[config.mk]
export PLATFORM = sky130hd
export DESIGN_NAME = pcc_clock_ctrl
export DESIGN_NICKNAME = d
export VERILOG_FILES = /design/src/verilog/pcc_pkg.sv /design/src/verilog/pcc_dto.sv /design/src/verilog/pcc_clock_ctrl.sv
export VERILOG_INCLUDE_DIRS = /design/src /design/src/verilog
export SDC_FILE = /design/constraint.sdc
export NUM_CORES = 1
export LEC_CHECK = 0
export BUFFER_PORTS_ARGS = -buffer_cell sky130_fd_sc_hd__clkbuf_2
export CAP_MARGIN = 20
export CORE_MARGIN = 5
export CORE_UTILIZATION = 65
export CTS_BUF_LIST = sky130_fd_sc_hd__clkbuf_8
export DETAILED_ROUTE_END_ITERATION = 8
export MAX_ROUTING_LAYER = met4
export PLACE_DENSITY_LB_ADDON = 0.15
export SYNTH_ARGS = -nofsm -noshare
export SYNTH_HDL_FRONTEND = slang
export SYNTH_SLANG_ARGS = --single-unit
export TNS_END_PERCENT = 20
[constraint.sdc]
create_clock -name mclk -period 4.8 [get_ports mclk]
set_input_delay 0 -clock mclk [delete_from_list [all_inputs] [get_ports mclk]]
set_output_delay 0 -clock mclk [all_outputs]
set_load 0.005 [all_outputs]
[src/verilog/pcc_defs.svh]
// constants for the clock and pixel clock control block
// assumes an 8-bit special-function register port and a 100 MHz mclk
`ifndef PCC_DEFS_SVH
`define PCC_DEFS_SVH

// ----------------------------------------------------------------------------
// register addresses
// ----------------------------------------------------------------------------
`define PCC_ADDR_POWER_CTRL   8'h87
`define PCC_ADDR_SRC_CTRL     8'hd7
`define PCC_ADDR_PF_HIGH      8'hda
`define PCC_ADDR_PF_LOW       8'hdb

// ----------------------------------------------------------------------------
// field positions
// ----------------------------------------------------------------------------
`define PCC_BIT_PD_START      6
`define PCC_BIT_SLOW_DOWN     4
`define PCC_BIT_PD_ENABLE     1
`define PCC_BIT_LOOP_PSAVE    0
`define PCC_BIT_LOOP_RESET    1
`define PCC_BIT_SRC_SELECT    2

// ----------------------------------------------------------------------------
// reset values
// ----------------------------------------------------------------------------
`define PCC_RST_POWER_CTRL    8'h00
`define PCC_RST_SRC_CTRL      8'h00
`define PCC_RST_PF_HIGH       8'h01
`define PCC_RST_PF_LOW        8'h48

// ----------------------------------------------------------------------------
// timing
// ----------------------------------------------------------------------------
`define PCC_MCLK_MHZ          100
`define PCC_LOOP_MHZ          300
`define PCC_SYS_MHZ_X100      3333
// loop ticks folded into one mclk cycle
`define PCC_LOOP_PER_MCLK     (`PCC_LOOP_MHZ / `PCC_MCLK_MHZ)
// mclk cycles per full-speed system clock period
`define PCC_SYS_DIV           ((`PCC_MCLK_MHZ * 100) / `PCC_SYS_MHZ_X100)
`define PCC_SLOW_DIV          4
`define PCC_OSC_DIV           2
`define PCC_DTO_ACC_W         13

`endif

[src/verilog/pcc_pkg.sv]
// types shared by the clock and pixel clock control block
// assumes pcc_defs.svh carries all numeric constants
package pcc_pkg;

  // system clock source selection states
  typedef enum logic [1:0] {
    src_loop   = 2'b00,
    src_to_osc = 2'b01,
    src_osc    = 2'b10,
    src_to_loop = 2'b11
  } pcc_src_state_t;

  // one special-function register access, same clock as the core
  typedef struct packed {
    logic [7:0] addr;
    logic [7:0] wdata;
    logic       we;
    logic       re;
  } pcc_sfr_req_t;

endpackage

[src/verilog/pcc_dto.sv]
// digital time oscillator producing pixel clock enable pulses
// assumes one mclk cycle stands for STEPS ticks of the loop clock
`timescale 1ns/10ps

module pcc_dto #(
  parameter int PF_W  = 11,
  parameter int ACC_W = 13,
  parameter int STEPS = 3
) (
  input  wire logic            mclk,
  input  wire logic            rst_n,
  input  wire logic            run,
  input  wire logic            realign,
  input  wire logic [PF_W-1:0] factor,
  output logic                 pulse
);

  // ----------------------------------------------------------------------------
  // elaboration check
  // ----------------------------------------------------------------------------
  // more than one carry per cycle would be lost, so the step must stay below 2^ACC_W
  if ((STEPS * ((1 << PF_W) - 1)) >= (1 << ACC_W)) begin : g_bad_width
    $error("pcc_dto: factor range overflows the phase accumulator");
  end

  // ----------------------------------------------------------------------------
  // phase accumulator
  // ----------------------------------------------------------------------------
  logic [ACC_W-1:0] acc_q;
  logic [ACC_W:0]   sum;
  logic [ACC_W:0]   step;

  // frequency = factor * loop / 2^ACC_W, periods vary but the mean is exact
  assign step = (ACC_W+1)'(STEPS * int'(factor));
  assign sum  = {1'b0, acc_q} + step;

  // phase restarts on each line so the first pixel follows the sync edge
  always_ff @(posedge mclk or negedge rst_n) begin
    if (!rst_n) begin
      acc_q <= '0;
      pulse <= 1'b0;
    end else if (!run || realign) begin
      acc_q <= '0;
      pulse <= 1'b0;
    end else begin
      acc_q <= sum[ACC_W-1:0];
      pulse <= sum[ACC_W];
    end
  end

endmodule

[src/verilog/pcc_clock_ctrl.sv]
// clock control: loop power save, loop reset, system clock source, slow-down,
// power down and the programmable pixel clock
// assumes the core drives sfr requests and insn_end on mclk; all pins are async
`timescale 1ns/10ps
`include "pcc_defs.svh"

// Contract
// - loop runs at 300 MHz from the oscillator and may be bypassed to save power
// - one system clock of 33.33 MHz derived from the loop feeds the core side
// - slow-down mode runs the system clock at one quarter rate
// - loop power save stops the loop, uses oscillator clock, shuts video blocks
// - loop power save can only be set while source select already reads 1
// - source select 0 takes loop clock at full speed, 1 takes oscillator clock
// - loop held in reset while the loop reset bit is 1
// - power down starts only if enable was set by the previous instruction
// - power down stops both the loop and the oscillator
// - pixel clock is 11-bit factor times loop frequency over 8192
// - pixel factor resets to 328, about 12 MHz
// - pixel clock phase realigned to each rising horizontal sync edge
// - pixel clock spans 10 to 32 MHz and drives display output side
// - external pixel clock may replace internal one, locked to external sync
module pcc_clock_ctrl #(
  parameter int PF_W = 11
) (
  input  wire logic                mclk,
  input  wire logic                rst_n,
  input  wire pcc_pkg::pcc_sfr_req_t sfr,
  input  wire logic                insn_end,
  input  wire logic                osc_clk_pin,
  input  wire logic                hsync_pin,
  input  wire logic                ext_pix_pin,
  input  wire logic                ext_pix_sel_pin,
  input  wire logic                wake_pin,
  output logic [7:0]               sfr_rdata,
  output logic                     loop_run,
  output logic                     loop_reset,
  output logic                     osc_run,
  output logic                     sys_clk_en,
  output logic                     pix_clk_en,
  output logic                     video_off,
  output logic                     power_down
);

  // ----------------------------------------------------------------------------
  // elaboration check
  // ----------------------------------------------------------------------------
  if (PF_W < 9 || PF_W > 11) begin : g_bad_pf
    $error("pcc_clock_ctrl: factor width must split into a high and a low byte");
  end

  // ----------------------------------------------------------------------------
  // pin synchronisers
  // ----------------------------------------------------------------------------
  localparam int NSYNC = 5;
  logic [NSYNC-1:0] meta_q;
  logic [NSYNC-1:0] sync_q;
  logic [2:0]       prev_q;
  wire  [NSYNC-1:0] pins = {wake_pin, ext_pix_sel_pin, ext_pix_pin, hsync_pin, osc_clk_pin};

  // first stage only feeds the second stage
  always_ff @(posedge mclk or negedge rst_n) begin
    if (!rst_n) begin
      meta_q <= '0;
      sync_q <= '0;
      prev_q <= '0;
    end else begin
      meta_q <= pins;
      sync_q <= meta_q;
      prev_q <= sync_q[2:0];
    end
  end

  wire osc_s     = sync_q[0];
  wire hsync_s   = sync_q[1];
  wire ext_pix_s = sync_q[2];
  wire ext_sel_s = sync_q[3];
  wire wake_s    = sync_q[4];
  wire osc_rise  = osc_s & ~prev_q[0];
  wire hs_rise   = hsync_s & ~prev_q[1];
  wire ext_rise  = ext_pix_s & ~prev_q[2];

  // ----------------------------------------------------------------------------
  // register state
  // ----------------------------------------------------------------------------
  logic [7:0]      pwr_ctrl_q;
  logic            src_sel_q;
  logic            loop_rst_q;
  logic            lps_q;
  logic [PF_W-1:0] pf_q;
  logic            pde_wr_q;
  logic            pde_prev_q;
  logic            pd_q;

  // address decode
  wire wr_pwr  = sfr.we && (sfr.addr == `PCC_ADDR_POWER_CTRL);
  wire wr_src  = sfr.we && (sfr.addr == `PCC_ADDR_SRC_CTRL);
  wire wr_pfh  = sfr.we && (sfr.addr == `PCC_ADDR_PF_HIGH);
  wire wr_pfl  = sfr.we && (sfr.addr == `PCC_ADDR_PF_LOW);
  wire pde_set = wr_pwr && sfr.wdata[`PCC_BIT_PD_ENABLE];
  wire pds_req = wr_pwr && sfr.wdata[`PCC_BIT_PD_START];
  wire slow_on = pwr_ctrl_q[`PCC_BIT_SLOW_DOWN];

  // reset value of the factor assembled from the two byte resets
  localparam logic [15:0] PF_RST = {`PCC_RST_PF_HIGH, `PCC_RST_PF_LOW};

  // power control byte; the start bit is never stored so it reads back 0
  always_ff @(posedge mclk or negedge rst_n) begin
    if (!rst_n) begin
      pwr_ctrl_q <= `PCC_RST_POWER_CTRL;
    end else if (wr_pwr) begin
      pwr_ctrl_q <= sfr.wdata & ~(8'h01 << `PCC_BIT_PD_START);
    end
  end

  // reset image of the source control byte; a literal cannot be bit-selected directly
  localparam logic [7:0] SRC_RST = `PCC_RST_SRC_CTRL;

  // loop source control byte
  always_ff @(posedge mclk or negedge rst_n) begin
    if (!rst_n) begin
      src_sel_q  <= SRC_RST[`PCC_BIT_SRC_SELECT];
      loop_rst_q <= SRC_RST[`PCC_BIT_LOOP_RESET];
      lps_q      <= SRC_RST[`PCC_BIT_LOOP_PSAVE];
    end else if (wr_src) begin
      src_sel_q  <= sfr.wdata[`PCC_BIT_SRC_SELECT];
      loop_rst_q <= sfr.wdata[`PCC_BIT_LOOP_RESET];
      // a set only sticks if the oscillator source was already chosen
      lps_q      <= sfr.wdata[`PCC_BIT_LOOP_PSAVE] & src_sel_q;
    end
  end

  // pixel frequency factor, split across two bytes
  always_ff @(posedge mclk or negedge rst_n) begin
    if (!rst_n) begin
      pf_q <= PF_RST[PF_W-1:0];
    end else if (wr_pfh) begin
      pf_q[PF_W-1:8] <= sfr.wdata[PF_W-9:0];
    end else if (wr_pfl) begin
      pf_q[7:0] <= sfr.wdata;
    end
  end

  // ----------------------------------------------------------------------------
  // power down entry
  // ----------------------------------------------------------------------------
  // pde_wr_q marks a setting write inside the current instruction, pde_prev_q
  // keeps it alive for exactly the next instruction
  always_ff @(posedge mclk or negedge rst_n) begin
    if (!rst_n) begin
      pde_wr_q   <= 1'b0;
      pde_prev_q <= 1'b0;
    end else if (insn_end) begin
      pde_wr_q   <= 1'b0;
      pde_prev_q <= pde_wr_q | pde_set;
    end else if (pde_set) begin
      pde_wr_q   <= 1'b1;
    end
  end

  // entry beats a wake in the same cycle so a fresh request is not lost
  always_ff @(posedge mclk or negedge rst_n) begin
    if (!rst_n) begin
      pd_q <= 1'b0;
    end else if (pds_req && pde_prev_q) begin
      pd_q <= 1'b1;
    end else if (wake_s) begin
      pd_q <= 1'b0;
    end
  end

  // ----------------------------------------------------------------------------
  // system clock sources
  // ----------------------------------------------------------------------------
  wire loop_ok = !lps_q && !loop_rst_q && !pd_q;
  logic [1:0] sys_div_q;
  logic       osc_half_q;

  // loop path: mclk divided to the full-speed system rate
  always_ff @(posedge mclk or negedge rst_n) begin
    if (!rst_n) begin
      sys_div_q <= 2'h0;
    end else if (!loop_ok || sys_div_q == 2'(`PCC_SYS_DIV - 1)) begin
      sys_div_q <= 2'h0;
    end else begin
      sys_div_q <= sys_div_q + 2'h1;
    end
  end

  // oscillator path: every other oscillator edge
  always_ff @(posedge mclk or negedge rst_n) begin
    if (!rst_n) begin
      osc_half_q <= 1'b0;
    end else if (osc_rise && !pd_q) begin
      osc_half_q <= ~osc_half_q;
    end
  end

  wire loop_tick = loop_ok && (sys_div_q == 2'(`PCC_SYS_DIV - 1));
  wire osc_tick  = osc_rise && osc_half_q && !pd_q;

  // ----------------------------------------------------------------------------
  // glitch-free source switch
  // ----------------------------------------------------------------------------
  // the old source finishes its period before the new one is taken (a stopped loop is left at once),
  // trading two lost ticks per switch, the old source's last and the new source's first, for clean minimum periods
  pcc_pkg::pcc_src_state_t src_q;
  pcc_pkg::pcc_src_state_t src_d;

  always_comb begin
    src_d = src_q;
    case (src_q)
      pcc_pkg::src_loop:    if (src_sel_q && (loop_tick || !loop_ok)) src_d = pcc_pkg::src_to_osc;
      pcc_pkg::src_to_osc:  if (osc_tick) src_d = pcc_pkg::src_osc;
      pcc_pkg::src_osc:     if (!src_sel_q && osc_tick) src_d = pcc_pkg::src_to_loop;
      pcc_pkg::src_to_loop: if (loop_tick) src_d = pcc_pkg::src_loop;
      default:              src_d = pcc_pkg::src_loop;
    endcase
  end

  always_ff @(posedge mclk or negedge rst_n) begin
    if (!rst_n) begin
      src_q <= pcc_pkg::src_loop;
    end else begin
      src_q <= src_d;
    end
  end

  wire sel_tick = ((src_q == pcc_pkg::src_loop) && src_d == pcc_pkg::src_loop && loop_tick) ||
                  ((src_q == pcc_pkg::src_osc) && src_d == pcc_pkg::src_osc && osc_tick);

  // ----------------------------------------------------------------------------
  // slow-down prescaler
  // ----------------------------------------------------------------------------
  logic [1:0] slow_q;

  always_ff @(posedge mclk or negedge rst_n) begin
    if (!rst_n) begin
      slow_q <= 2'h0;
    end else if (!slow_on) begin
      slow_q <= 2'h0;
    end else if (sel_tick) begin
      slow_q <= slow_q + 2'h1;
    end
  end

  wire sys_tick = sel_tick && (!slow_on || slow_q == 2'(`PCC_SLOW_DIV - 1));

  // ----------------------------------------------------------------------------
  // pixel clock
  // ----------------------------------------------------------------------------
  logic dto_pulse;
  // external source bypasses the internal oscillator; its phase is the
  // far end's business, so only its edge is forwarded
  wire  dto_run = loop_ok && !ext_sel_s && !lps_q;

  pcc_dto #(
    .PF_W  (PF_W),
    .ACC_W (`PCC_DTO_ACC_W),
    .STEPS (`PCC_LOOP_PER_MCLK)
  ) u_dto (
    .mclk    (mclk),
    .rst_n   (rst_n),
    .run     (dto_run),
    .realign (hs_rise),
    .factor  (pf_q),
    .pulse   (dto_pulse)
  );

  wire pix_tick = !pd_q && (ext_sel_s ? ext_rise : dto_pulse);

  // ----------------------------------------------------------------------------
  // read data
  // ----------------------------------------------------------------------------
  wire [7:0] rd_src = {5'h00, src_sel_q, loop_rst_q, lps_q};
  wire [7:0] rd_pfh = 8'(pf_q[PF_W-1:8]);
  wire [7:0] rd_val = (sfr.addr == `PCC_ADDR_POWER_CTRL) ? pwr_ctrl_q :
                      (sfr.addr == `PCC_ADDR_SRC_CTRL)   ? rd_src :
                      (sfr.addr == `PCC_ADDR_PF_HIGH)    ? rd_pfh :
                      (sfr.addr == `PCC_ADDR_PF_LOW)     ? pf_q[7:0] : 8'h00;

  // ----------------------------------------------------------------------------
  // registered outputs
  // ----------------------------------------------------------------------------
  always_ff @(posedge mclk or negedge rst_n) begin
    if (!rst_n) begin
      sfr_rdata  <= 8'h00;
      loop_run   <= 1'b0;
      loop_reset <= 1'b0;
      osc_run    <= 1'b0;
      sys_clk_en <= 1'b0;
      pix_clk_en <= 1'b0;
      video_off  <= 1'b0;
      power_down <= 1'b0;
    end else begin
      if (sfr.re) begin
        sfr_rdata <= rd_val;
      end
      loop_run   <= !lps_q && !pd_q;
      loop_reset <= loop_rst_q;
      osc_run    <= !pd_q;
      sys_clk_en <= sys_tick;
      pix_clk_en <= pix_tick;
      video_off  <= lps_q || pd_q;
      power_down <= pd_q;
    end
  end

endmodule

# After elaboration in Yosys (flattened, before gate mapping)

Cells that the tools add are included.

Add/subtract/negate cells: 3
$mul: 1
Div/mod/pow operators: 0
Magnitude comparators: 0
Equality and inequality tests: 11
Shift-type cells: 0
Mux-type cells: 19
Bitwise operators: 10
Reduce and logical (&&, ||, !) cells: 43

Operators by type and width:

| operator                                                             | number |
|---|---|
| 8-bit == test (second input constant)                                | 4 |
| 8-bit 2-to-1 mux                                                     | 4 |
| 1-bit logical AND                                                    | 24 |
| 13-bit by 14-bit adder with 14-bit output                            | 1 |
| 2-bit 2-to-1 mux                                                     | 7 |
| 2-bit by 11-bit multiplier with 13-bit output (first input constant) | 1 |
| 13-bit 2-to-1 mux                                                    | 1 |
| 2-bit == test (second input constant)                                | 5 |
| 1-bit logical NOT                                                    | 8 |
| 2-bit case mux with 4 select lines                                   | 1 |
| 1-bit logical OR                                                     | 6 |
| 1-bit 2-to-1 mux                                                     | 6 |
| 1-bit NOT                                                            | 5 |
| 2-bit by 1-bit adder with 2-bit output (second input constant)       | 2 |
| 1-bit bitwise AND                                                    | 4 |
| 2-bit logical NOT                                                    | 2 |
| 2-bit nonzero test                                                   | 2 |
| 2-bit by 1-bit == test with 1-bit output (second input constant)     | 1 |
| 2-bit by 1-bit != test with 1-bit output (second input constant)     | 1 |
| 2-bit AND reduction                                                  | 1 |
| 1-bit bitwise OR                                                     | 1 |

Bits in registers: 73
Latch bits: 0
Bits in writable memories: 0
Memory bits (read-only): 0
Input port bits: 26
Output and inout port bits: 15
Word-level logic and storage cells: 113
Memories kept: 0

# Depth between registers and ports, before layout

Gate-level depths: netlist of the first run.

Word-level depth: 14
Gate-level depth with buffers: 13
Depth with buffers taken out: 13

# By module

A second synthesis of the first run with hierarchy kept.

Cells, all modules: 281
Area total of the unflattened synthesis: 3593.4 um^2

By module, submodules not included:

| module         | times used | cells an instance | area an instance (um^2) | sequential area each (um^2) |
|---|---|---|---|---|
| pcc_clock_ctrl | 1          | 174               | 2406.1                  | 1480.2 |
| pcc_dto        | 1          | 107               | 1187.4                  | 350.3 |

# Worst setup path after synthesis of the first run

Ideal clock, no wire load.

Path type: flip-flop to flip-flop
Start: register pf_q[1]
End: register u_dto.acc_q[12]
Setup time: 0.124 ns
Arrival: 2.755 ns
Data required time: 4.676 ns
Path slack: 1.921 ns
Stages on the path, launching flop included: 13
Buffers on the path: 0
Clock period less this slack: 2.879 ns
Cell sequence: dfrtp_1 > ha_1 > fa_1 > a211oi_1 > nor2_1 > o22ai_2 > or4b_1 > nand3_1 > ha_1 > nand2_1 > a311oi_1 > o21ai_0 > nor3b_1

Cells in the longest elaborated chain, start to end: 3

Ends and longest elaborated chain:

| item                                          | line                  | source |
|---|---|---|
| from (decl)                                   | pcc_clock_ctrl.sv:89  | `logic [PF_W-1:0] pf_q;` |
| from (signal assigned)                        | pcc_clock_ctrl.sv:135 | `pf_q <= PF_RST[PF_W-1:0];` |
| from (signal, indexed assignment)             | pcc_clock_ctrl.sv:137 | `pf_q[PF_W-1:8] <= sfr.wdata[PF_W-9:0];` |
| from (signal assigned)                        | pcc_clock_ctrl.sv:139 | `pf_q[7:0] <= sfr.wdata;` |
| 2-bit by 11-bit multiplier with 13-bit output | pcc_dto.sv:34         | `assign step = (ACC_W+1)'(STEPS * int'(factor));` |
| 13-bit by 14-bit adder with 14-bit output     | pcc_dto.sv:35         | `assign sum = {1'b0, acc_q} + step;` |
| 13-bit 2-to-1 mux                             | pcc_dto.sv:42         | `end else if (!run \|\| realign) begin` |
| to (signal assigned)                          | pcc_dto.sv:46         | `acc_q <= sum[ACC_W-1:0];` |
| to (decl)                                     | pcc_dto.sv:29         | `logic [ACC_W-1:0] acc_q;` |

Every way passes these cells.
A chain may end at the register's enable or synchronous reset.

# Worst setup path after layout of the first run

Same ends and word-level chain as after synthesis.

==> results of run 1 <==
==> routing by layer <==
| metal | up-vias | track usage, % |
|---|---|---|
| li1 | 1360 | - |
| met1 | 1381 | 30.3 |
| met2 | 82 | 38.1 |
| met3 | 16 | 4.42 |
| met4 | 0 | 9.50 |
| met5 | - | - |
==> kinds of logic after synthesis <==
logic type               Yosys count  share of synthesized area (%)
buffers and inverters             17                           1.83
AO/OA/AOI/OAI                     69                           12.2
flip-flops                        73                           48.6
XOR/XNOR                          15                           3.49
multiplexers                      27                           7.91
AND/OR/NAND/NOR                  110                           15.6
adder cells (fa/ha/maj)           30                           10.4
==> registers in the layout, indices dropped and copies added, names as in the netlist, 2 cells and up <==
name	flops
sys_div_q	2
pwr_ctrl_q	7
u_dto.acc_q	13
sfr_rdata	8
meta_q	5
sync_q	5
src_q	2
pf_q	11
slow_q	2
prev_q	3
==> synthesized netlist by cell type (2+ instances only) <==
library cell,number
o21a_1,2
dfrtp_1,70
xnor2_1,9
mux2i_1,5
nand3_1,9
a21o_1,7
fa_1,2
nor3b_1,2
inv_1,11
nand3b_1,5
a211oi_1,3
o21ai_0,12
nand4b_1,2
buf_1,2
and3_1,7
or2_2,2
nand4_1,2
and2_1,4
nor2b_1,6
a31oi_1,4
nor2_1,34
dfstp_2,3
a21oi_1,20
nand2b_1,4
a221oi_1,2
xor2_1,6
ha_1,28
nand2_1,15
mux2_2,22
clkbuf_1,2
nor3_1,8
a22oi_1,8
==> cell type report <==
class	count	area share [%]
Clock buffer	10	3.12
Clock inverter	6	1.87
Inverter	11	0.937
Multi-Input combinational cell	251	42.3
Sequential cell	73	41.6
Tap cell	72	2.04
Timing Repair Buffer	56	8.12
==> power by group through the flow <==
stage	combinational (mW)	clock (mW)	sequential [mW]
after floorplan	0.147	0	0.708
after detailed placement	0.211	0	0.719
after global routing	0.256	0.569	0.715
after CTS	0.225	0.539	0.707
final	0.223	0.531	0.707
after global placement	0.203	0	0.715
==> how the worst max path moves through the flow <==
| stage | startpoint | end | depth (start not counted) |
|---|---|---|---|
| finish | pf_q[1] | u_dto.acc_q[12] | 12 |
| detailed placement | pf_q[1] | u_dto.acc_q[12] | 12 |
| CTS | pf_q[1] | u_dto.acc_q[12] | 12 |
| floorplan | pf_q[1] | u_dto.acc_q[12] | 12 |
| global route | pf_q[1] | u_dto.acc_q[12] | 12 |
| global placement | pf_q[1] | u_dto.acc_q[12] | 12 |
==> stage by stage <==
| stage | power, mW | hold slack (ns) |
|---|---|---|
| final | 1.46 | 0.0325 |
| after detailed placement | 0.930 | 0.110 |
| after global placement | 0.918 | 0.109 |
| after floorplan | 0.856 | -0.296 |
| after CTS | 1.47 | 0.00608 |
| after global routing | 1.54 | 0.0442 |
==> critical path, delay by kind of cell, from the launching register on <==
family | cells | cell delay, ns
and+or+nand+nor | 5 | 0.93
adders and majority gates | 3 | 0.91
AOI/OAI and AO/OA | 4 | 0.85
DFF | 1 | 0.44
==> repair_timing <==
item,CTS,global route
setup buffers,0,0
endpoints found under the hold margin,99,0
hold buffers,15,0
gates resized for setup,0,0
==> impl_metrics.env, run 1 <==
export IMPL_nets=458
export IMPL_h_tree_depth=3
export IMPL_cts_root_buf="clkbuf_8"
export IMPL_ff_latch_area_um2=1830
export IMPL_syn_area_um2=3760
export IMPL_max_stage_delay_ns=0.47
export IMPL_startpoint_type="flop"
export IMPL_yosys_area_top_type="dfrtp_1"
export IMPL_drv_cap=0
export IMPL_critPathArrivalTime_ns=3.46
export IMPL_top_layer="met4"
export IMPL_place_area_um2=4040
export IMPL_p_int_mw=1.08
export IMPL_drc=0
export IMPL_yosysSeqAreaShare_pct=48.6
export IMPL_wirelength_um=7870
export IMPL_vias=2839
export IMPL_die_height_um=86.1
export IMPL_worst_path_most_repeated_cell="ha_1"
export IMPL_ys_flop_type="dfrtp_1"
export IMPL_hp_start="sfr[1]"
export IMPL_pwr_share_clk_pct=36.3
export IMPL_wl_met1_um=3350
export IMPL_drive_above_1_share_pct=21.9
export IMPL_io_pins=41
export IMPL_grt_pass1_vias=2882
export IMPL_num_fill_cells=359
export IMPL_fmax_mhz=307
export IMPL_wl_met3_um=389
export IMPL_multi_input_area_um2=1870
export IMPL_final_area_um2=4410
export IMPL_ys_seq_elements=73
export IMPL_clk_pin_slew_ns=0.08
export IMPL_setup_viol=0
export IMPL_power_switching_mw=0.386
export IMPL_layout_common_cells="dfrtp_1, clkbuf_2, nor2_1, ha_1, mux2_2"
export IMPL_worstRegToRegCells=12
export IMPL_grt_max_degree=74
export IMPL_wl_met2_um=3990
export IMPL_portBuffers=40
export IMPL_post_synth_num_cell_types=55
export IMPL_crit_type="reg -> reg"
export IMPL_slowest_stage="or4b_1"
export IMPL_place_congestion=0.895
export IMPL_dieArea_um2=7410
export IMPL_worstMarginPinSlew_ns=0.883
export IMPL_ys_warn_count=0
export IMPL_dp_hpwl_um=5630
export IMPL_ctsLongestPathBuffers=2
export IMPL_rows=27
export IMPL_cp_end_kind="flop"
export IMPL_rr_endpoint="u_dto.acc_q[12]"
export IMPL_synth_top_area_share_pct=46.5
export IMPL_pre_cts_ws_ns=1.58
export IMPL_antenna_cells=0
export IMPL_core_area_um2=5570
export IMPL_clock_latency_ns=0.34
export IMPL_path_cells="ha_1 -> fa_1 -> a211oi_1 -> nor2_1 -> o22ai_2 -> or4b_1 -> nand3_1 -> ha_1 -> nand2_1 -> a311oi_1 -> o21ai_0 -> nor3b_1"
export IMPL_syn_num_nets=397
export IMPL_p_per_area_nw_per_um2=332
export IMPL_synth_edff_count=0
export IMPL_cts_tree="built"
export IMPL_holdPathStages=3
export IMPL_whs_endpoint="pde_wr_q"
export IMPL_post_route_util_pct=79.0
export IMPL_first_pass_iters=5
export IMPL_first_iter_violations=117
export IMPL_finalClockSkew_ns=0.0118
export IMPL_ant_nets=0
export IMPL_grt_usage_pct=23.9
export IMPL_synth_cells=341
export IMPL_switching_share_pct=26.4
export IMPL_netlist_top_cells_area="dfrtp_1, ha_1, mux2_2"
export IMPL_r2r_start="pf_q[1]"
export IMPL_hold_path_class="in -> reg"
export IMPL_cts_sinks=73
export IMPL_power_frac_seq_pct=48.4
export IMPL_antenna_found_initial=0
export IMPL_start_util_pct=67.5
export IMPL_dieWidth_um=86.1
export IMPL_cp_required_ns=5.01
export IMPL_viasPerCell=5.93
export IMPL_fin_cells=479
export IMPL_rrSetupSlack_ns=1.54
export IMPL_placed_cells=448
export IMPL_wl_per_cell_um=16.4
export IMPL_grt_pass1_wl_um=13500
export IMPL_report_final_slew_viol_count=0
export IMPL_crit_fanout=7
export IMPL_hold_violations=0
export IMPL_area_growth_synth_to_final_pct=17.0
export IMPL_rsz0062_at_grt="no"
export IMPL_final_common_cell="dfrtp_1"
export IMPL_cts_buffers=9
export IMPL_period_minus_slack_ns=3.26
export IMPL_pwr_share_comb_pct=15.3
export IMPL_syn_avg_cell_area_um2=11.0
export IMPL_async_flop_share_pct=100
export IMPL_post_route_period_util_pct=67.9
export IMPL_overflow=0
export IMPL_timing_final_ws_setup_ns=1.54
export IMPL_maxSlewHeadroom_pct=41.1
export IMPL_finalSetupTns_ns=0
export IMPL_power_leakage_nw=2.25
export IMPL_peakVddDrop_mv=0.244
export IMPL_status="complete, no violations"
Power figures use the tool's default switching activity.
==> inputs of run 2 (changes only) <==
--- a/config.mk
+++ b/config.mk
@@ -9,7 +9,7 @@
 export BUFFER_PORTS_ARGS = -buffer_cell sky130_fd_sc_hd__clkbuf_2
 export CAP_MARGIN = 20
 export CORE_MARGIN = 5
-export CORE_UTILIZATION = 65
+export CORE_UTILIZATION = 55
 export CTS_BUF_LIST = sky130_fd_sc_hd__clkbuf_8
 export DETAILED_ROUTE_END_ITERATION = 8
 export MAX_ROUTING_LAYER = met4
==> constraint.sdc (replaced) <==
create_clock -name mclk -period 2.9 [get_ports mclk]
set_input_delay 0 -clock mclk [delete_from_list [all_inputs] [get_ports mclk]]
set_output_delay 0 -clock mclk [all_outputs]
set_load 0.005 [all_outputs]
==> impl_metrics.env, run 2 (synthesis results as in run 1) <==
export IMPL_place_area_um2=4260
export IMPL_maxSlewHeadroom_pct=56.0
export IMPL_timing_final_ws_setup_ns=-0.219
export IMPL_cp_required_ns=3.10
export IMPL_place_congestion=0.925
export IMPL_overflow=0
export IMPL_first_iter_violations=76
export IMPL_hold_violations=0
export IMPL_report_final_slew_viol_count=0
export IMPL_dp_hpwl_um=5740
export IMPL_grt_max_degree=47
export IMPL_critPathArrivalTime_ns=3.32
export IMPL_ctsLongestPathBuffers=2
export IMPL_h_tree_depth=3
export IMPL_ant_nets=0
export IMPL_grt_pass1_vias=2904
export IMPL_worstMarginPinSlew_ns=0.659
export IMPL_grt_pass1_wl_um=13500
export IMPL_rows=30
export IMPL_p_total_mw=2.66
export IMPL_largest_reg_flops=13
export IMPL_final_area_um2=4820
export IMPL_holdWs_ns=0.0354
export IMPL_wl_per_cell_um=15.7
export IMPL_top_layer="met4"
export IMPL_top_register="u_dto.acc_q"
export IMPL_p_per_area_nw_per_um2=552
export IMPL_wirelength_um=8150
export IMPL_startpoint_type="flop"
export IMPL_cts_tree="built"
export IMPL_setup_viol=6
export IMPL_drc=0
export IMPL_drive_above_1_share_pct=31.8
export IMPL_wl_met2_um=4190
export IMPL_finalClockSkew_ns=0.00981
export IMPL_area_growth_synth_to_final_pct=28.1
export IMPL_hold_path_class="in -> reg"
export IMPL_wl_met1_um=3600
export IMPL_fmax_mhz=321
export IMPL_finalSetupTns_ns=-0.632
export IMPL_start_util_pct=56.0
export IMPL_dieWidth_um=92.7
export IMPL_io_pins=41
export IMPL_core_area_um2=6720
export IMPL_status="finished with violations"
export IMPL_nets=488
export IMPL_violations="negative setup slack"
export IMPL_cts_sinks=73
export IMPL_crit_fanout=3
export IMPL_portBuffers=40
export IMPL_dieArea_um2=8600
export IMPL_peakVddDrop_mv=0.347
export IMPL_crit_type="reg -> reg"
export IMPL_pre_cts_ws_ns=-0.243
export IMPL_viasPerCell=5.62
export IMPL_final_common_cell="dfrtp_1"
export IMPL_cp_end_kind="flop"
export IMPL_cts_buffers=9
export IMPL_layout_common_cells="dfrtp_1, clkbuf_2, nor2_1, buf_4, ha_1"
export IMPL_reg_top3="u_dto.acc_q (13), pf_q (11), sfr_rdata (8)"
export IMPL_vias=2911
export IMPL_wl_met3_um=212
export IMPL_clk_pin_slew_ns=0.08
export IMPL_clock_latency_ns=0.35
export IMPL_antenna_found_initial=0
export IMPL_grt_usage_pct=20.6
export IMPL_die_height_um=92.7
export IMPL_period_minus_slack_ns=3.12
export IMPL_power_leakage_nw=2.42
export IMPL_drv_cap=0
export IMPL_first_pass_iters=5
export IMPL_cts_root_buf="clkbuf_8"
export IMPL_rsz0062_at_grt="yes"
export IMPL_post_route_period_util_pct=108
## run 2: changes by cell type in the layout (fill, tap and decap cells not counted), sizes merged
cell | previous run | this run
buf | 2 | 32
bufinv | 2 | 4
clkbuf | 49 | 48
clkinv | 2 | 1
diode | 0 | 1
## run 2: power breakdown
part	internal, mW	total (mW)	switching [mW]
registers	1.10	1.17	0.0678
logic	0.223	0.435	0.212
clock network	0.660	1.06	0.397
total	1.99	2.66	0.677
## run 2: layer usage
metal	vias up	GRT usage (%)
met2	44	34.5
met3	15	3.41
met1	1429	25.0
met4	0	8.30
li1	1423	-
met5	-	-
## run 2: worst paths after layout
check	end	slack [ns]	cells past startpoint	from
max	u_dto.pulse	-0.22	13	pf_q[3]
max in group asynchronous	pf_q[8]	1.96	3	rst_n
min in group asynchronous	prev_q[1]	0.21	2	rst_n
min reg2reg	sync_q[1]	0.35	0	meta_q[1]
min	pde_wr_q	0.04	3	sfr[1]
max reg2reg	u_dto.pulse	-0.22	13	pf_q[3]
## run 2: cell type report
cell class,instances,area (um2)
multi-input cells,251,1990
fillers,483,1890
flip-flops and latches,73,1830
repair buffers,86,596
clock inverters,7,141
clock buffers,9,124
well taps,80,100
inverters,11,41.3
diodes,1,2.50
## run 2: timing repair
action | CTS | global route
resized for setup | 6 | 16
pin swaps | 2 | 9
hold buffers | 15 | 0
setup endpoints to repair | 6 | 7
buffers inserted | 1 | 2
hold endpoints to repair | 54 | 0
## run 2: worst max-delay path, cell delays in order, from the launching register on
cell and delay (ns):
dfstp_2 0.60, ha_4 0.22, and3_4 0.17, a221o_1 0.34, o21ai_2 0.16, a21oi_2 0.09
xnor2_1 0.18, buf_4 0.14, buf_4 0.12, ha_1 0.30, a21oi_1 0.17, o21ai_0 0.16
o211ai_1 0.23, a21oi_1 0.09
## run 2: metrics by stage
stage,cells,util (%)
after floorplan,341,-
after global placement,483,63.4
after detailed placement,483,63.4
after CTS,515,70.1
after global routing,517,71.8
final,518,71.8
==> inputs of run 3 (changes only) <==
--- a/config.mk
+++ b/config.mk
@@ -6,6 +6,7 @@
 export SDC_FILE = /design/constraint.sdc
 export NUM_CORES = 1
 export LEC_CHECK = 0
+export ABC_AREA = 1
 export BUFFER_PORTS_ARGS = -buffer_cell sky130_fd_sc_hd__clkbuf_2
 export CAP_MARGIN = 20
 export CORE_MARGIN = 5
==> impl_metrics.env, run 3 <==
export IMPL_status="complete, no violations"
export IMPL_nets=581
export IMPL_grt_pass1_vias=3069
export IMPL_ys_warn_count=0
export IMPL_reg_top3="u_dto.acc_q (13), pf_q (11), sfr_rdata (8)"
export IMPL_power_frac_seq_pct=45.9
export IMPL_overflow=0
export IMPL_cts_tree="built"
export IMPL_layout_common_cells="nand2_1, dfrtp_1, inv_1, nor2_1, clkbuf_2"
export IMPL_post_route_util_pct=69.1
export IMPL_die_height_um=94.5
export IMPL_dieArea_um2=8930
export IMPL_cts_buffers=9
export IMPL_final_common_cell="nand2_1"
export IMPL_startpoint_type="flop"
export IMPL_drv_cap=0
export IMPL_wirelength_um=8580
export IMPL_hold_path_class="in -> reg"
export IMPL_fin_cells=626
export IMPL_synth_top_area_share_pct=44.6
export IMPL_dp_hpwl_um=6070
export IMPL_grt_max_degree=74
export IMPL_post_synth_num_cell_types=35
export IMPL_switching_share_pct=26.7
export IMPL_synth_common_cells="nand2_1, dfrtp_1, inv_1"
export IMPL_wl_per_cell_um=13.7
export IMPL_p_per_area_nw_per_um2=518
export IMPL_netlist_top_cells_area="dfrtp_1, nand2_1, ha_1"
export IMPL_place_congestion=0.871
export IMPL_setup_viol=0
export IMPL_cts_root_buf="clkbuf_8"
export IMPL_p_int_mw=1.80
export IMPL_ff_latch_area_um2=1830
export IMPL_clk_pin_slew_ns=0.09
export IMPL_period_minus_slack_ns=2.69
export IMPL_ys_flop_type="dfrtp_1"
export IMPL_ant_nets=0
export IMPL_antenna_cells=0
export IMPL_async_flop_share_pct=100
export IMPL_worstMarginPinSlew_ns=0.909
export IMPL_ctsLongestPathBuffers=2
export IMPL_fmax_mhz=372
export IMPL_yosysMostFrequentCell="nand2_1"
export IMPL_cp_required_ns=3.15
export IMPL_vias=3243
export IMPL_p_total_mw=2.46
export IMPL_hold_violations=0
export IMPL_synth_cells=453
export IMPL_post_route_period_util_pct=92.7
export IMPL_multi_input_area_um2=1960
export IMPL_syn_avg_cell_area_um2=8.67
export IMPL_grt_pass1_wl_um=14300
export IMPL_portBuffers=40
export IMPL_area_growth_synth_to_final_pct=20.9
export IMPL_rows=30
export IMPL_first_iter_violations=227
export IMPL_dieWidth_um=94.5
export IMPL_syn_num_nets=509
export IMPL_peakVddDrop_mv=0.434
export IMPL_first_pass_iters=5
export IMPL_h_tree_depth=3
export IMPL_cp_end_kind="flop"
export IMPL_power_leakage_nw=2.54
export IMPL_power_switching_mw=0.657
export IMPL_drive_above_1_share_pct=16.6
export IMPL_critPathArrivalTime_ns=2.93
export IMPL_report_final_slew_viol_count=0
export IMPL_maxSlewHeadroom_pct=39.4
export IMPL_top_register="u_dto.acc_q"
export IMPL_cts_sinks=73
export IMPL_synth_edff_count=0
export IMPL_finalSetupTns_ns=0
export IMPL_finalClockSkew_ns=0.0147
export IMPL_viasPerCell=5.18
export IMPL_placed_cells=589
export IMPL_core_area_um2=6870
export IMPL_rsz0062_at_grt="no"
export IMPL_yosys_area_top_type="dfrtp_1"
export IMPL_num_fill_cells=568
export IMPL_antenna_found_initial=0
export IMPL_io_pins=41
export IMPL_crit_fanout=5
export IMPL_ys_seq_elements=73
export IMPL_pwr_share_clk_pct=39.3
export IMPL_yosysSeqAreaShare_pct=46.6
export IMPL_crit_type="reg -> reg"
export IMPL_drc=0
export IMPL_syn_area_um2=3930
export IMPL_grt_usage_pct=21.1
export IMPL_start_util_pct=57.2
export IMPL_pwr_share_comb_pct=14.8
export IMPL_largest_reg_flops=13
export IMPL_clock_latency_ns=0.35
export IMPL_holdWs_ns=0.0139
run 3: cell count changes after synthesis, moves of 7 or more:
cell	change
and3_1	-7
a22oi_1	-8
o21ai_0	+12
nor2_1	+11
nand3_1	+26
inv_1	+35
nand2_1	+98
mux2_2	-21
run 3: metal layers:
layer / wire length [um] / global-route usage (%) / vias up
met4: 95 / 4.69 / 0
met1: 4090 / 28.9 / 1508
met2: 4020 / 32.5 / 86
li1: - / - / 1641
met3: 379 / 4.30 / 8
met5: 0 / - / -
run 3: timing repair:
| action | in CTS | in global routing |
|---|---|---|
| endpoints found under the setup margin | 1 | 7 |
| pin swaps | 0 | 1 |
| hold endpoints to repair | 95 | 0 |
| buffers inserted | 0 | 2 |
| cloned | 0 | 0 |
| hold buffers | 19 | 0 |
| gates resized for setup | 1 | 10 |
run 3: power groups by stage:
stage	combinational [mW]	clock (mW)	sequential (mW)
2_1_floorplan	0.232	0	1.14
3_3_place_gp	0.325	0	1.14
3_5_place_dp	0.332	0	1.15
4_1_cts	0.354	0.981	1.13
5_1_grt	0.412	1.04	1.14
6_report	0.363	0.966	1.13
run 3: cell type report:
| cell class | count | share of cell area, % |
|---|---|---|
| Multi-Input combinational cell | 330 | 41.2 |
| Sequential cell | 73 | 38.6 |
| Timing Repair Buffer | 62 | 8.75 |
| Inverter | 49 | 3.93 |
| Clock buffer | 9 | 2.61 |
| Tap cell | 96 | 2.53 |
| Clock inverter | 7 | 2.45 |
run 3: metrics by stage:
stage                     area (um2)  setup WS [ns]
after global placement          4250          0.128
after floorplan                 3930          0.246
after global routing            4750       0.000686
final                           4750          0.213
after detailed placement        4250         0.0158
after CTS                       4690         0.0720
run 3: cell families after synthesis:
logic type / count (synthesis) / synth area share [%]
flip-flops: 73 / 46.6
multiplexers: 2 / 0.574
XOR/XNOR: 13 / 2.90
adder cells (fa/ha/maj): 30 / 9.94
buffers and inverters: 50 / 4.84
AND/OR/NAND/NOR: 218 / 25.4
AO/OA/AOI/OAI: 67 / 9.72
run 3: path summary, 6_finish.rpt:
check,start,to,slack (ns),depth (start not counted)
min reg2reg,meta_q[0],sync_q[0],0.34,0
max in group asynchronous,rst_n,pf_q[10],1.98,2
max,pf_q[0],u_dto.acc_q[10],0.21,15
max reg2reg,pf_q[0],u_dto.acc_q[10],0.21,15
min in group asynchronous,rst_n,u_dto.acc_q[12],0.30,2
min,sfr[14],sfr_rdata[3],0.01,4
run 3: critical path, cell delays in order, from the launching register on:
cell     delay [ns]
dfrtp_1        0.44
ha_2           0.24
fa_2           0.38
nand3_1        0.10
nand3_2        0.11
a21oi_2        0.15
xnor2_1        0.08
ha_1           0.35
nand2_1        0.08
or2_2          0.30
nand3_2        0.09
nand2_1        0.05
nand2_1        0.08
nand2_1        0.05
nand2_1        0.05
nor2_1         0.04
